<file path="src/ebi_pkg.sv">
/*
  constants, field layout, reset values and state codes of the external bus interface.
  assumes a single bus clock domain; shared by the top module and the testbench.
*/
package ebi_pkg;
  // wishbone byte addresses of the registers
  localparam logic [7:0] ADR_MODE = 8'h00; // bus_mode_control
  localparam logic [7:0] ADR_SELECT = 8'h04; // chip-select control
  localparam logic [7:0] ADR_STATUS = 8'h08; // read-only status

  // bus_mode_control field positions
  localparam int MODE_VIS = 0; // internal_visibility
  localparam int MODE_LOW_NOISE = 1; // 1 low noise, 0 high performance
  localparam int MODE_WAIT_SRC = 2; // wait_source_sel
  localparam int MODE_PIN_LO = 3; // wait_pin_cfg low bit
  localparam int MODE_PIN_HI = 4; // wait_pin_cfg high bit
  localparam int MODE_SPLIT_LO = 5; // region_split low bit
  localparam int MODE_SPLIT_HI = 6; // region_split high bit

  // chip-select control field positions
  localparam int SEL_UWAIT_LO = 0; // upper_wait_count
  localparam int SEL_UWAIT_HI = 1;
  localparam int SEL_UEN = 2; // upper enable
  localparam int SEL_UPOL = 3; // upper polarity, 1 active high
  localparam int SEL_LWAIT_LO = 4; // lower internal wait count
  localparam int SEL_LWAIT_HI = 5;
  localparam int SEL_LEN = 6; // lower enable
  localparam int SEL_LPOL = 7; // lower polarity, 1 active high

  // reset values
  localparam logic [7:0] MODE_RESET = 8'h00;
  localparam logic [7:0] SELECT_RESET = 8'h33; // both wait counts at 3

  // lower/upper region boundaries for region_split codes 0..3
  localparam logic [15:0] SPLIT_0 = 16'h1000;
  localparam logic [15:0] SPLIT_1 = 16'h4000;
  localparam logic [15:0] SPLIT_2 = 16'h8000;
  localparam logic [15:0] SPLIT_3 = 16'hC000;

  // wait_pin_cfg codes
  localparam logic [1:0] PIN_OFF = 2'h0;
  localparam logic [1:0] PIN_T4_LOWER = 2'h1;

  // phase lengths in bus-clock cycles
  localparam logic [2:0] FOURTH_CYCLES = 3'h3; // covers the two-flop pin delay
  localparam logic [2:0] DATA_CYCLES = 3'h3; // strobe hold after the waits

  // external cycle sequencer
  typedef enum logic [2:0] {
    ST_IDLE = 3'h0,
    ST_SETUP = 3'h1,
    ST_FOURTH = 3'h2,
    ST_WAIT = 3'h3,
    ST_DATA = 3'h4
  } bus_state_e;
endpackage : ebi_pkg

</file>
<file path="src/pin_sync_if.sv">
/*
  carrier between the top module and the data pin synchroniser.
  assumes both ends run on the same bus clock.
*/
`timescale 1ns/1ns
interface pin_sync_if;
  logic [7:0] raw; // data pins as they arrive
  logic [7:0] synced; // after two flip-flops
  modport top (output raw, input synced);
  modport sync (input raw, output synced);
endinterface : pin_sync_if

</file>
<file path="src/data_pin_sync.sv">
/*
  two-flop synchroniser for the external data pins.
  assumes raw pins are asynchronous to clk_sys; only stage two is read outside.
*/
`timescale 1ns/1ns
module data_pin_sync (
  // clock and reset
  input wire logic clk_sys,
  input wire logic rst_n,
  // pins in, synced out
  pin_sync_if.sync pins
);
  typedef struct packed {
    logic [7:0] stage1; // first flop, read only by stage2
    logic [7:0] stage2; // second flop, safe to use
  } sync_s;

  sync_s s_q;
  sync_s s_d;

  // shift the pins through two stages
  always_comb begin
    s_d = s_q;
    s_d.stage1 = pins.raw;
    s_d.stage2 = s_q.stage1;
  end

  // register the copy
  always_ff @(posedge clk_sys) begin
    if (!rst_n) begin
      s_q <= '0;
    end else begin
      s_q <= s_d;
    end
  end

  assign pins.synced = s_q.stage2;
endmodule : data_pin_sync

</file>
<file path="src/external_bus_interface.sv">
/*
  external bus interface: runs cpu bus cycles onto a 16-bit address, 8-bit data bus
  with read/write strobes, two chip-selects and an external wait-count pin.
  assumes cpu requests on clk_sys, registers reached over classic wishbone.
*/
// Notes on behaviour
// RULE1 - low noise holds data lines between accesses
// RULE2 - read strobe runs external read into cpu
// RULE3 - write strobe sends cpu data outward
// RULE4 - strobes only external, unless visibility set
// RULE5 - two selectable chip-select regions in 64K
// RULE6 - upper region always holds the vectors
// RULE7 - internal addresses never make external selects (code: visible internal cycles in the upper region still assert upper_select)
// RULE8 - enabled select asserted across its region
// RULE9 - both wait counts reset to three
// RULE10 - upper waits from upper_wait_count field
// RULE11 - sample D2:0 end of fourth phase
// RULE12 - data bus undriven during fourth phase
// RULE13 - wait value latched only with lower_select
// RULE14 - outside buffer drives count only in phase
// RULE15 - external waits need source bit and pin
// RULE16 - pin config: off, phase+lower, phase
// RULE17 - wait decode frees low three data lines
// RULE18 - pin lower term always active low
// RULE19 - no lower select or phase pin internally
// RULE20 - visibility shows internal cycles on strobes
// RULE21 - mode bit: 1 low noise, 0 fast
// RULE22 - source bit: 1 external, 0 internal waits
// RULE23 - split codes give boundaries 1000..C000
// RULE24 - per-select enable and polarity bits
// RULE25 - stall cpu for external cycles only
// RULE26 - low noise holds address between accesses
// RULE27 - each wait adds one bus-clock period
`timescale 1ns/1ns
module external_bus_interface (
  // clock and reset
  input wire logic clk_sys,
  input wire logic rst_n,
  // wishbone slave
  input wire logic wb_cyc_i,
  input wire logic wb_stb_i,
  input wire logic wb_we_i,
  input wire logic [7:0] wb_adr_i,
  input wire logic [3:0] wb_sel_i,
  input wire logic [31:0] wb_dat_i,
  output logic [31:0] wb_dat_o,
  output logic wb_ack_o,
  // cpu bus side
  input wire logic cpu_req,
  input wire logic cpu_write,
  input wire logic cpu_internal,
  input wire logic [15:0] cpu_addr,
  input wire logic [7:0] cpu_wdata,
  output logic [7:0] cpu_rdata,
  output logic cpu_done,
  output logic cpu_stall_request,
  // external address and data
  output logic [15:0] ext_addr,
  input wire logic [7:0] ext_data_i,
  output logic [7:0] ext_data_o,
  output logic [7:0] ext_data_oe,
  // external control
  output logic read_strobe_n,
  output logic write_strobe_n,
  output logic upper_select,
  output logic lower_select,
  output logic wait_phase_clock_o,
  output logic wait_phase_clock_oe
);
  typedef struct packed {
    ebi_pkg::bus_state_e st; // sequencer state
    logic [2:0] phase; // cycles left in a phase
    logic [2:0] waits; // wait states left
    logic wr; // cycle is a write
    logic upper; // address in upper region
    logic lower; // address in lower region, external only
    logic vis; // internal cycle shown by visibility
    logic [15:0] addr; // address pins
    logic [7:0] dout; // data pins out
    logic [7:0] rdata; // read data to cpu
    logic done; // end-of-cycle pulse
    logic [7:0] mode; // bus_mode_control
    logic [7:0] csel; // chip-select control
    logic ack; // wishbone ack
    logic [31:0] wbdat; // wishbone read data
    logic [2:0] last_wait; // wait count of last cycle
  } ebi_s;

  ebi_s s_q;
  ebi_s s_d;

  pin_sync_if sync_bus ();
  logic [7:0] pins_synced; // data pins after two flops
  logic [15:0] boundary; // start of upper region
  logic hit_upper; // request address is upper region
  logic ext_wait_on; // external wait decoding in force
  logic [2:0] wait_pick; // wait count chosen at phase end
  logic wb_take; // wishbone request this cycle
  logic take_req; // cpu request accepted
  logic active; // a bus cycle runs, external or visible internal
  logic fourth; // fourth phase shown on the pin
  logic float_bus; // data pins must be released
  logic upper_act; // upper select asserted, logical
  logic lower_act; // lower select asserted, logical

  data_pin_sync u_sync (
    .clk_sys(clk_sys),
    .rst_n(rst_n),
    .pins(sync_bus.sync)
  );

  assign sync_bus.raw = ext_data_i;
  assign pins_synced = sync_bus.synced;

  // region boundary from the split code
  always_comb begin
    unique case (s_q.mode[ebi_pkg::MODE_SPLIT_HI:ebi_pkg::MODE_SPLIT_LO])
      2'h0: boundary = ebi_pkg::SPLIT_0; // [RULE23]
      2'h1: boundary = ebi_pkg::SPLIT_1; // [RULE23]
      2'h2: boundary = ebi_pkg::SPLIT_2; // [RULE23]
      2'h3: boundary = ebi_pkg::SPLIT_3; // [RULE23]
    endcase
  end

  // upper runs to the top, so vectors always fall in it
  assign hit_upper = (cpu_addr >= boundary); // [RULE5] [RULE6]

  // external wait decoding on with source bit set and pin config not off
  assign ext_wait_on = s_q.mode[ebi_pkg::MODE_WAIT_SRC]
    & (s_q.mode[ebi_pkg::MODE_PIN_HI:ebi_pkg::MODE_PIN_LO] != ebi_pkg::PIN_OFF); // [RULE15] [RULE22]

  assign wb_take = wb_cyc_i & wb_stb_i & ~s_q.ack;

  // accept external requests, or internal ones when visible
  assign take_req = cpu_req & (~cpu_internal | s_q.mode[ebi_pkg::MODE_VIS]); // [RULE4] [RULE20]

  // wait count at the end of the fourth phase
  always_comb begin
    if (s_q.vis) begin
      wait_pick = 3'h0; // internal cycles never wait
    end else if (s_q.upper) begin
      wait_pick = {1'b0, s_q.csel[ebi_pkg::SEL_UWAIT_HI:ebi_pkg::SEL_UWAIT_LO]}; // [RULE10]
    end else if (ext_wait_on & s_q.csel[ebi_pkg::SEL_LEN]) begin
      wait_pick = pins_synced[2:0]; // [RULE11] [RULE13]
    end else begin
      wait_pick = {1'b0, s_q.csel[ebi_pkg::SEL_LWAIT_HI:ebi_pkg::SEL_LWAIT_LO]};
    end
  end

  // next state of registers, sequencer and pins
  always_comb begin
    s_d = s_q;
    s_d.done = 1'b0;
    s_d.ack = wb_take;
    // register access
    if (wb_take) begin
      if (wb_we_i & wb_sel_i[0]) begin
        if (wb_adr_i == ebi_pkg::ADR_MODE) begin
          s_d.mode = wb_dat_i[7:0]; // [RULE21] [RULE22]
        end else if (wb_adr_i == ebi_pkg::ADR_SELECT) begin
          s_d.csel = wb_dat_i[7:0]; // [RULE24]
        end
      end
      if (wb_adr_i == ebi_pkg::ADR_MODE) begin
        s_d.wbdat = {24'h000000, s_q.mode};
      end else if (wb_adr_i == ebi_pkg::ADR_SELECT) begin
        s_d.wbdat = {24'h000000, s_q.csel};
      end else if (wb_adr_i == ebi_pkg::ADR_STATUS) begin
        s_d.wbdat = {24'h000000, 1'b0, s_q.last_wait, 1'b0, s_q.st};
      end else begin
        s_d.wbdat = 32'h00000000; // unmapped reads zero
      end
    end
    // sequencer
    unique case (s_q.st)
      ebi_pkg::ST_IDLE: begin
        // high performance lets pins follow the cpu bus
        if (!s_q.mode[ebi_pkg::MODE_LOW_NOISE]) begin
          s_d.addr = cpu_addr; // [RULE21]
          s_d.dout = cpu_wdata; // [RULE21]
        end
        if (take_req) begin
          s_d.st = ebi_pkg::ST_SETUP;
          s_d.addr = cpu_addr; // [RULE26]
          s_d.wr = cpu_write;
          s_d.vis = cpu_internal; // [RULE20]
          s_d.upper = hit_upper; // [RULE8]
          s_d.lower = ~hit_upper & ~cpu_internal; // [RULE7] [RULE19]
          if (cpu_write | cpu_internal) begin
            s_d.dout = cpu_wdata; // [RULE3] [RULE1]
          end
        end
      end
      ebi_pkg::ST_SETUP: begin
        s_d.st = ebi_pkg::ST_FOURTH;
        s_d.phase = ebi_pkg::FOURTH_CYCLES - 3'h1;
      end
      ebi_pkg::ST_FOURTH: begin
        if (s_q.phase != 3'h0) begin
          s_d.phase = s_q.phase - 3'h1;
        end else begin
          s_d.last_wait = wait_pick;
          s_d.waits = wait_pick;
          s_d.phase = ebi_pkg::DATA_CYCLES - 3'h1;
          s_d.st = (wait_pick != 3'h0) ? ebi_pkg::ST_WAIT : ebi_pkg::ST_DATA;
        end
      end
      ebi_pkg::ST_WAIT: begin
        // one bus-clock period per wait state
        if (s_q.waits == 3'h1) begin
          s_d.st = ebi_pkg::ST_DATA; // [RULE27]
        end
        s_d.waits = s_q.waits - 3'h1; // [RULE27]
      end
      ebi_pkg::ST_DATA: begin
        if (s_q.phase != 3'h0) begin
          s_d.phase = s_q.phase - 3'h1;
        end else begin
          s_d.st = ebi_pkg::ST_IDLE;
          s_d.done = ~s_q.vis;
          if (!s_q.wr && !s_q.vis) begin
            s_d.rdata = pins_synced; // [RULE2]
          end
        end
      end
      default: begin
        s_d.st = ebi_pkg::ST_IDLE; // illegal code recovers
      end
    endcase
  end

  // register the copy
  always_ff @(posedge clk_sys) begin
    if (!rst_n) begin
      s_q <= '0;
      s_q.st <= ebi_pkg::ST_IDLE;
      s_q.mode <= ebi_pkg::MODE_RESET;
      s_q.csel <= ebi_pkg::SELECT_RESET; // [RULE9]
    end else begin
      s_q <= s_d;
    end
  end

  // cycle phase decode
  assign active = (s_q.st != ebi_pkg::ST_IDLE);
  assign fourth = (s_q.st == ebi_pkg::ST_FOURTH) & ~s_q.vis; // [RULE19]
  // release data for reads and the fourth phase of external cycles
  assign float_bus = active & ~s_q.vis & ((s_q.st == ebi_pkg::ST_FOURTH) | ~s_q.wr); // [RULE12] [RULE2]

  // strobes, active low
  assign read_strobe_n = ~(active & ~s_q.wr); // [RULE2] [RULE4]
  assign write_strobe_n = ~(active & s_q.wr); // [RULE3] [RULE4]

  // chip-selects with enable and polarity
  assign upper_act = active & s_q.upper & s_q.csel[ebi_pkg::SEL_UEN]; // [RULE8] [RULE24]
  assign lower_act = active & s_q.lower & s_q.csel[ebi_pkg::SEL_LEN]; // [RULE7] [RULE8]
  assign upper_select = s_q.csel[ebi_pkg::SEL_UPOL] ? upper_act : ~upper_act; // [RULE24]
  assign lower_select = s_q.csel[ebi_pkg::SEL_LPOL] ? lower_act : ~lower_act; // [RULE24]

  // wait-phase pin, active low in both driven modes
  always_comb begin
    unique case (s_q.mode[ebi_pkg::MODE_PIN_HI:ebi_pkg::MODE_PIN_LO])
      ebi_pkg::PIN_OFF: begin
        wait_phase_clock_o = 1'b1;
        wait_phase_clock_oe = 1'b0; // [RULE16]
      end
      ebi_pkg::PIN_T4_LOWER: begin
        // lower term taken active low whatever its pin polarity
        wait_phase_clock_o = ~(fourth & lower_act); // [RULE16] [RULE18] [RULE14]
        wait_phase_clock_oe = 1'b1;
      end
      default: begin
        wait_phase_clock_o = ~fourth; // [RULE16]
        wait_phase_clock_oe = 1'b1;
      end
    endcase
  end

  // data pin enables; held value stays driven, low bits freed for wait decode
  always_comb begin
    ext_data_oe = {8{~float_bus}}; // [RULE1] [RULE12]
    if (ext_wait_on) begin
      ext_data_oe[2:0] = {3{(s_q.st == ebi_pkg::ST_DATA) & (s_q.wr | s_q.vis)}}; // [RULE17]
    end
  end

  assign ext_addr = s_q.addr; // [RULE26]
  assign ext_data_o = s_q.dout; // [RULE1]
  assign cpu_rdata = s_q.rdata;
  assign cpu_done = s_q.done;
  assign cpu_stall_request = active & ~s_q.vis; // [RULE25]
  assign wb_dat_o = s_q.wbdat;
  assign wb_ack_o = s_q.ack;
endmodule : external_bus_interface

</file>
<file path="config.mk">
export PLATFORM = sky130hd
export DESIGN_NAME = external_bus_interface
export DESIGN_NICKNAME = d
export VERILOG_FILES = /design/src/ebi_pkg.sv /design/src/pin_sync_if.sv /design/src/data_pin_sync.sv /design/src/external_bus_interface.sv
export SDC_FILE = /design/constraint.sdc
export NUM_CORES = 1
export LEC_CHECK = 0
export BUFFER_PORTS_ARGS = -buffer_cell sky130_fd_sc_hd__buf_4
export CAP_MARGIN = 0
export CELL_PAD_IN_SITES_DETAIL_PLACEMENT = 1
export CELL_PAD_IN_SITES_GLOBAL_PLACEMENT = 1
export CORE_MARGIN = 5
export CORE_UTILIZATION = 30
export CTS_BUF_LIST = sky130_fd_sc_hd__clkbuf_2
export CTS_CLUSTER_DIAMETER = 150
export DETAILED_ROUTE_END_ITERATION = 10
export GPL_ROUTABILITY_DRIVEN = 0
export PLACE_DENSITY_LB_ADDON = 0.2
export RECOVER_POWER = 25
export SYNTH_ARGS = -nofsm -noshare
export SYNTH_HDL_FRONTEND = slang
export SYNTH_SLANG_ARGS = --single-unit
</file>
<file path="constraint.sdc">
create_clock -name clk_sys -period 2.1 [get_ports clk_sys]
set_input_delay 0.63 -clock clk_sys [delete_from_list [all_inputs] [get_ports clk_sys]]
set_output_delay 0.63 -clock clk_sys [all_outputs]
set_load 0.02 [all_outputs]
</file>
==> results.md, run 1 <==
- Die footprint: 0.0171 mm^2
- Final Setup Violations: 14
- Final hold violations: 0
- Leak: 0.00239 uW
- Core Area: roughly 0.014 mm^2
- Max stage delay on crit path: 440 ps
- Root Buffer: clkbuf_2
- Cell Rows: 44
- Hold Buf Count CTS: 0
- Final period util: 117%
- Total track usage: between 10% and 20%
- Setup TNS: -3920 ps
- Cells on worst reg2reg path: 6
- Vias per cell: around 4.6
- Yosys reg bits: 90
- Reg2Reg Launch Point: s_q[47]$_SDFFE_PN0P_
- Final net count: around 670
- Worst R2R Setup Slack: 220 ps
- Grt total ovfl: 0
- First DRT Iteration DRCs: approximately 140
- Multi-input logic area: between 0.002 and 0.0025 mm^2
- Distinct cells, synth: 50
- Max clock buf depth: 2
- DIE HEIGHT: approximately 130 um
- DP Wirelength: 8840 um
- Outcome: complete, but fails checks
- Crit path capture type: output port
- Worst setup margin: -356 ps
- Max-Cap Viols: 0
- Vias in the first global route: approximately 3600
- Routed Wire Length: around 12000 um
- Synth Cell Area: 0.00437 mm^2
- Hold_sp: ext_data_i[2]
- Drt pass-1 iters: 4
- Worst EP required: 1470 ps
- CTS HTree Levels: 3
- Skew final: 24.2 ps
- Layout area overhead: 22.8%
- Failing checks: negative setup slack
- Reg area: approximately 0.0018 mm^2
- TritonCTS Buffers: 9
- Design area: around 0.0054 mm^2
- RR Endpoint: s_q[96]$_SDFFE_PN0P_
- RSZ-0062 raised after global routing: yes
- Worst skew pair latency: 580 ps
- Design Power: 4070 uW
- Final min period: approximately 2500 ps
- VDD IR-drop max: roughly 0.00022 V
- Via Count: about 3500
- Slew HR: 17.9%
- Type of origin of the critical path: register
- Dpl cell area: about 0.0050 mm^2
- Hold/Removal Path Class: input port to register
- Top FF cell, synth: dfxtp_1
- FMAX: slightly above 400 MHz
- Die W: approximately 130 um
- First-pass GRT wire length: roughly 18000 um
- Clock Pin Slew Worst Setup and Hold Paths: roughly 250 ps
- Worst-margin pin slew: 1230 ps
- Max FO, Critical Path: 6
- Critical path's slowest cell: or3_4
- Layout Utilization: between 30% and 40%
- Syn_area_per_cell: between 8 and 9 um^2
- DRC: 0
- Setup WS pre-CTS: -76.2 ps
- Worst Setup SP: s_q[96]$_SDFFE_PN0P_
- Synth Instances: 500
- Cell area power density: about 760 mW/mm^2
- Initial Utilization: between 30% and 40%
- Yosys warns: 0
- Share of cells above drive strength 1: between 20% and 30%
- Initial antenna violation count: 1
- Number of synthesized flops with an enable pin: 0
- Worst hold endpoint: u_sync.s_d[2]$_SDFF_PN0_
- Avg WL per Cell: 15.4 um
- Sink Count: 90
- Crit Path Class: register to output port
- TritonCTS clock tree: yes
- Largest net degree at the start of global routing: 49
- Slew Viols, Final: 0
- Remaining antenna violation count after routing: 0
- Number of fill cells: 1719
- Hold Crit Depth: 2
- Critical-path cell list: or3_4, a41o_1, nand2_2, buf_6
- Input/output buffers: about 110
- I/O pins: between 150 and 200
- Sequential fraction of the synthesis area: about 40%
- Asr flop ratio synth: 0%
- WP data arrival: 1830 ps
## registers in the layout, summed over array words and instances (netlist names)
name and count:
u_sync.s_d 8, u_sync.pins.synced 8, wb_dat_o 8, cpu_rdata 8
ext_data_o 8, s_q 32, cpu_done 1, wb_ack_o 1
ext_addr 16
## logic make-up after synthesis
group	after synthesis	synth area share, %
AOI/OAI and AO/OA	79	10.8
xor gates and xnor gates	3	0.601
adders and majority gates	7	2.00
buffers and inverters	106	15.8
DFF	90	41.2
muxes	48	11.0
other	1	0.0857
and+or+nand+nor	166	18.5
## worst max-delay path, delay by kind of cell (launching register included)
family                 cells  cell delay, ps
and+or+nand+nor            2             520
DFF                        1             380
AOI/OAI and AO/OA          1             250
buffers and inverters      1             110
## layout by cell type, fill, tap and decap left out, types with 4 or more instances in the layout
cell type | synthesis | routed
nand3_1 | 15 | 13
nand2_1 | 36 | 35
inv_1 | 10 | 11
conb_1 | 1 | 24
mux2i_1 | 46 | 46
buf_4 | 71 | 121
nor2_1 | 60 | 58
ha_1 | 7 | 7
dfxtp_1 | 90 | 84
o21ai_0 | 35 | 33
a22oi_1 | 9 | 9
buf_12 | 0 | 4
buf_6 | 3 | 10
and2_0 | 0 | 7
clkbuf_2 | 0 | 10
and2_1 | 17 | 10
nand2b_1 | 5 | 5
nand3b_1 | 5 | 5
a21oi_1 | 18 | 18
## synthesized netlist by cell type, types with 2 or more instances
| cell | number | share of area, % |
|---|---|---|
| a211oi_1 | 2 | 0.34 |
| a21o_1 | 2 | 0.34 |
| a21oi_1 | 18 | 2.1 |
| a22oi_1 | 9 | 1.5 |
| a41o_1 | 2 | 0.46 |
| and2_1 | 17 | 2.4 |
| and3_1 | 2 | 0.29 |
| buf_2 | 4 | 0.46 |
| buf_4 | 71 | 12 |
| buf_6 | 3 | 0.77 |
| clkbuf_1 | 16 | 1.4 |
| dfxtp_1 | 90 | 41 |
| ha_1 | 7 | 2.0 |
| inv_1 | 10 | 0.86 |
| mux2_2 | 2 | 0.51 |
| mux2i_1 | 46 | 11 |
| nand2_1 | 36 | 3.1 |
| nand2b_1 | 5 | 0.72 |
| nand3_1 | 15 | 1.7 |
| nand3b_1 | 5 | 0.86 |
| nand4_1 | 2 | 0.29 |
| nand4b_1 | 2 | 0.40 |
| nor2_1 | 60 | 5.1 |
| nor2b_1 | 3 | 0.43 |
| nor3_1 | 6 | 0.69 |
| nor3b_1 | 2 | 0.34 |
| o211ai_1 | 3 | 0.51 |
| o21a_1 | 2 | 0.34 |
| o21ai_0 | 35 | 4.0 |
| or3_1 | 2 | 0.29 |
| xor2_1 | 2 | 0.40 |
## where the power goes
part	internal [uW]	switching [uW]
Clock	393	611
Combinational	537	640
Sequential	1820	69.6
## layout make-up
| cell class | count | share of cell area [%] |
|---|---|---|
| inverters | 11 | 0.769 |
| clock inverters | 6 | 1.68 |
| clock buffers | 9 | 0.839 |
| well taps | 184 | 4.29 |
| diodes | 1 | 0.0466 |
| repair buffers | 138 | 20.7 |
| flip-flops and latches | 90 | 33.8 |
| multi-input cells | 327 | 37.8 |
## through the flow
step / std cells / hold slack [ps]
after global placement: 741 / 417
after global routing: 766 / 164
after detailed placement: 741 / 421
after CTS: 763 / 162
after floorplan: 523 / 412
final: 766 / 243
## worst max-delay path by stage
stage	end	cells after the start
after global placement	s_q[41]$_SDFFE_PN1P_	6
after CTS	wait_phase_clock_o	4
final	wait_phase_clock_o	4
after detailed placement	s_q[37]$_SDFFE_PN1P_	6
after floorplan	ext_data_oe[4]	5
after global routing	wait_phase_clock_o	4
## per-layer routing
layer / routed length, um / GRT usage [%]
met5: 0 / 0
met4: 79 / 3.27
met3: 645 / 3.58
met2: 5960 / 23.5
met1: 5150 / 17.1
## timing repair
item,4_1_cts,5_1_grt
buffers inserted,7,3
resized for setup,29,12
endpoints found under the hold margin,0,0
pin swaps,7,5
setup endpoints to repair,15,15
Power figures use the tool's default switching activity.
==> inputs of run 2 (changes only) <==
- REMOVE_ABC_BUFFERS: default -> 1
- SYNTH_HIERARCHICAL: default -> 1
==> run 2 against run 1 <==
  * The flow still finishes with violations (negative setup slack)
  * Sequential share of layout area up 0.57 points
  * Non-clock buffer count down 4
  * Register-to-register slack better by 40 ps
  * Count of clock-buffer cells in the layout up 1
  * Wire length down 2.4%
  * Setup slack worse by 93 ps
  * Global-route usage up 0.14 points
  * Synthesized cell count up 0.20%
==> results.md, run 2 <==
- Top FF cell, synth: dfxtp_1
- Crit path capture type: output port
- Asr flop ratio synth: 0% (unchanged)
- Remaining antenna violation count after routing: 0 (unchanged)
- Die W: 131 um (+0.16%)
- Synth Cell Area: 0.00439 mm^2 (+0.34%)
- Type of origin of the critical path: register
- Max FO, Critical Path: 3 (-3)
- DIE HEIGHT: 131 um (+0.16%)
- Vias in the first global route: 3800 (+4.5%)
- Yosys reg bits: 90 (unchanged)
- Syn_area_per_cell: 8.76 um^2 (+0.14%)
- Final period util: 121% (+4.4 points)
- Vias per cell: 4.64 (+1.3%)
- Worst setup margin: -449 ps (-93.2 ps)
- Max clock buf depth: 2 (unchanged)
- Max-Cap Viols: 0 (unchanged)
- Root Buffer: clkbuf_2
- Routed Wire Length: 11600 um (-2.4%)
- Layout area overhead: 19.7%
- Synth top area share: 41.0% (-0.14 points)
- Setup WS pre-CTS: 7.45 ps (+83.7 ps)
- Slew HR: 39.9% (+22 points)
- RSZ-0062 raised after global routing: yes
- Crit Path Class: register to output port
- Final Setup Violations: 15 (+1)
- Distinct cells, synth: 52 (+4.0%)
- VDD IR-drop max: 0.000419 V (+88%)
- Cell taking the most area after synthesis: dfxtp_1
- Max reg flops: 32 (unchanged)
- Cell area power density: 799 mW/mm^2 (+5.4%)
- Reg2Reg Launch Point: s_q[97]$_SDFFE_PN0P_
- Hold Buf Count CTS: 0 (unchanged)
- Input/output buffers: 113 (unchanged)
- Worst R2R Setup Slack: 260 ps (+40 ps)
- Number of synthesized flops with an enable pin: 0 (unchanged)
- Failing checks: negative setup slack
- Cell Rows: 44 (unchanged)
- Slew Viols, Final: 0 (unchanged)
- Top reg by flops: s_q
- Clock Pin Slew Worst Setup and Hold Paths: 240 ps (about the same)
- Outcome: complete, but fails checks
- CTS HTree Levels: 3 (unchanged)
- Area contributors post-synth: dfxtp_1 41%, buf_4 12%, mux2i_1 11%, nor2_1 5.0%, o21ai_0 3.8%
- Commonest non-fill, non-tap cell in the layout: buf_4
- I/O pins: 165 (unchanged)
- Share of cells above drive strength 1: 31.3% (+1.5 points)
- DRC: 0 (unchanged)
- Avg WL per Cell: 15.1 um (-2.0%)
- Diodes inserted: 0 (-1)
- Initial antenna violation count: 0 (-1)
- Design Power: 4200 uW (+3.1%)
- Drt pass-1 iters: 4 (unchanged)
- Largest net degree at the start of global routing: 49 (unchanged)
- Worst skew pair latency: 600 ps (+20 ps)
- Most common cell in the synthesized netlist: dfxtp_1
- Commonest cells after routing, fill and taps aside: 118 x buf_4, 86 x dfxtp_1, 58 x nor2_1, 47 x mux2i_1, 38 x nand2_1
- CP Capture Point: ext_data_oe[0]
- Initial Utilization: 30.4% (+0.10 points)
- Leak: 0.00241 uW (+1.0%)
- DP Wirelength: 8720 um (-1.3%)
- FMAX: 392 MHz (-3.7%)
- Worst EP required: 1470 ps (about the same)
- WP data arrival: 1920 ps (+90 ps)
- Sink Count: 90 (unchanged)
- RR Endpoint: ext_addr[4]$_SDFFE_PN0P_
- Yosys warns: 6 (+6)
- First-pass GRT wire length: 18700 um (+1.5%)
- Worst Setup SP: s_q[48]$_SDFFE_PN0P_
- Sequential fraction of the synthesis area: 41.0% (-0.14 points)
- Hold/Removal Path Class: input port to register
- Worst-margin pin slew: 901 ps (-331 ps)
- First DRT Iteration DRCs: 91 (-33%)
- Die footprint: 0.0171 mm^2 (+0.31%)
- TritonCTS clock tree: yes
- Skew final: 18.1 ps (-6.09 ps)
- Cells on worst reg2reg path: 7 (+1)
- Top cells by count, synth: 90 x dfxtp_1, 70 x buf_4, 58 x nor2_1, 47 x mux2i_1, 41 x nand2_1
- Final hold violations: 0 (unchanged)
- Via Count: 3541 (+0.91%)
- Final min period: 2550 ps (+93.2 ps)
- Final net count: 665 (-0.45%)
- Grt total ovfl: 0 (unchanged)
- Total track usage: 13.8% (+0.14 points)
- TritonCTS Buffers: 9 (unchanged)
- Core Area: 0.0144 mm^2 (unchanged)
- Synth Instances: 501 (+0.20%)
-- run 2: layout make-up --
| type | count | area (um^2) |
|---|---|---|
| Clock inverter | 6 | 33.8 |
| Multi-Input combinational cell | 325 | 2050 |
| Inverter | 14 | 52.6 |
| Fill cell | 1733 | 9170 |
| Tap cell | 184 | 230 |
| Sequential cell | 90 | 1810 |
| Clock buffer | 10 | 50.0 |
| Timing Repair Buffer | 134 | 1030 |
-- run 2: power breakdown --
part	internal [uW]	total (uW)	switching, uW
sequential	1850	1940	90.5
combinational	665	1490	822
clock	151	767	616
total	2670	4200	1530
-- run 2: worst max-delay path: stages (launching register included) --
cell and delay [ps]:
dfxtp_2 380, or2_4 260, nand2_4 90, o31ai_2 70, a221oi_2 240, buf_4 170, buf_6 110
-- run 2: kinds of logic (layout without fill, tap and decap cells) --
kind of cell / Yosys count / in the layout / share of synthesized area, %
buffers and inverters: 109 / 164 / 16.1
and+or+nand+nor: 163 / 163 / 17.8
other: 1 / 24 / 0.0854
muxes: 49 / 49 / 11.2
adders and majority gates: 7 / 7 / 2.00
xor gates and xnor gates: 2 / 2 / 0.399
DFF: 90 / 90 / 41.0
AOI/OAI and AO/OA: 80 / 80 / 11.3
-- run 2: stage by stage --
stage               utilization, %  instances  TNS, ps  hold WS [ps]  instance area, um^2
floorplan                        -        429    -5440           426                 3820
global placement              34.9        745    -15.5           427                 5040
detailed placement            34.9        745        0           435                 5040
CTS                           36.3        762    -6460           153                 5240
global route                  36.4        763    -7250           152                 5250
finish                        36.4        763    -5490           222                 5250
-- run 2: worst min path at each step --
stage | start | endpoint | slack, ps | cells after the start
floorplan | u_sync/s_d[0]$_SDFF_PN0_ | u_sync/pins.synced[0]$_SDFF_PN0_ | 430 | 1
global placement | u_sync/s_d[0]$_SDFF_PN0_ | u_sync/pins.synced[0]$_SDFF_PN0_ | 430 | 1
detailed placement | u_sync/s_d[1]$_SDFF_PN0_ | u_sync/pins.synced[1]$_SDFF_PN0_ | 430 | 1
CTS | ext_data_i[1] | u_sync/s_d[1]$_SDFF_PN0_ | 150 | 2
global route | ext_data_i[1] | u_sync/s_d[1]$_SDFF_PN0_ | 150 | 2
finish | ext_data_i[1] | u_sync/s_d[1]$_SDFF_PN0_ | 220 | 2
-- run 2: metal layers --
metal  part of all wire (%)  up-vias  GRT usage [%]
met2                     46       96           21.8
met5                      0        -              0
met3                    8.4       15           6.06
met4                    1.8        0           5.20
li1                       -     1740              -
met1                     43     1690           16.6
-- run 2: what timing repair did --
| action | in CTS | in global routing |
|---|---|---|
| gates resized for setup | 28 | 6 |
| endpoints found under the hold margin | 0 | 0 |
| setup endpoints to repair | 15 | 15 |
| buffers inserted | 1 | 2 |
| pin swaps | 6 | 1 |
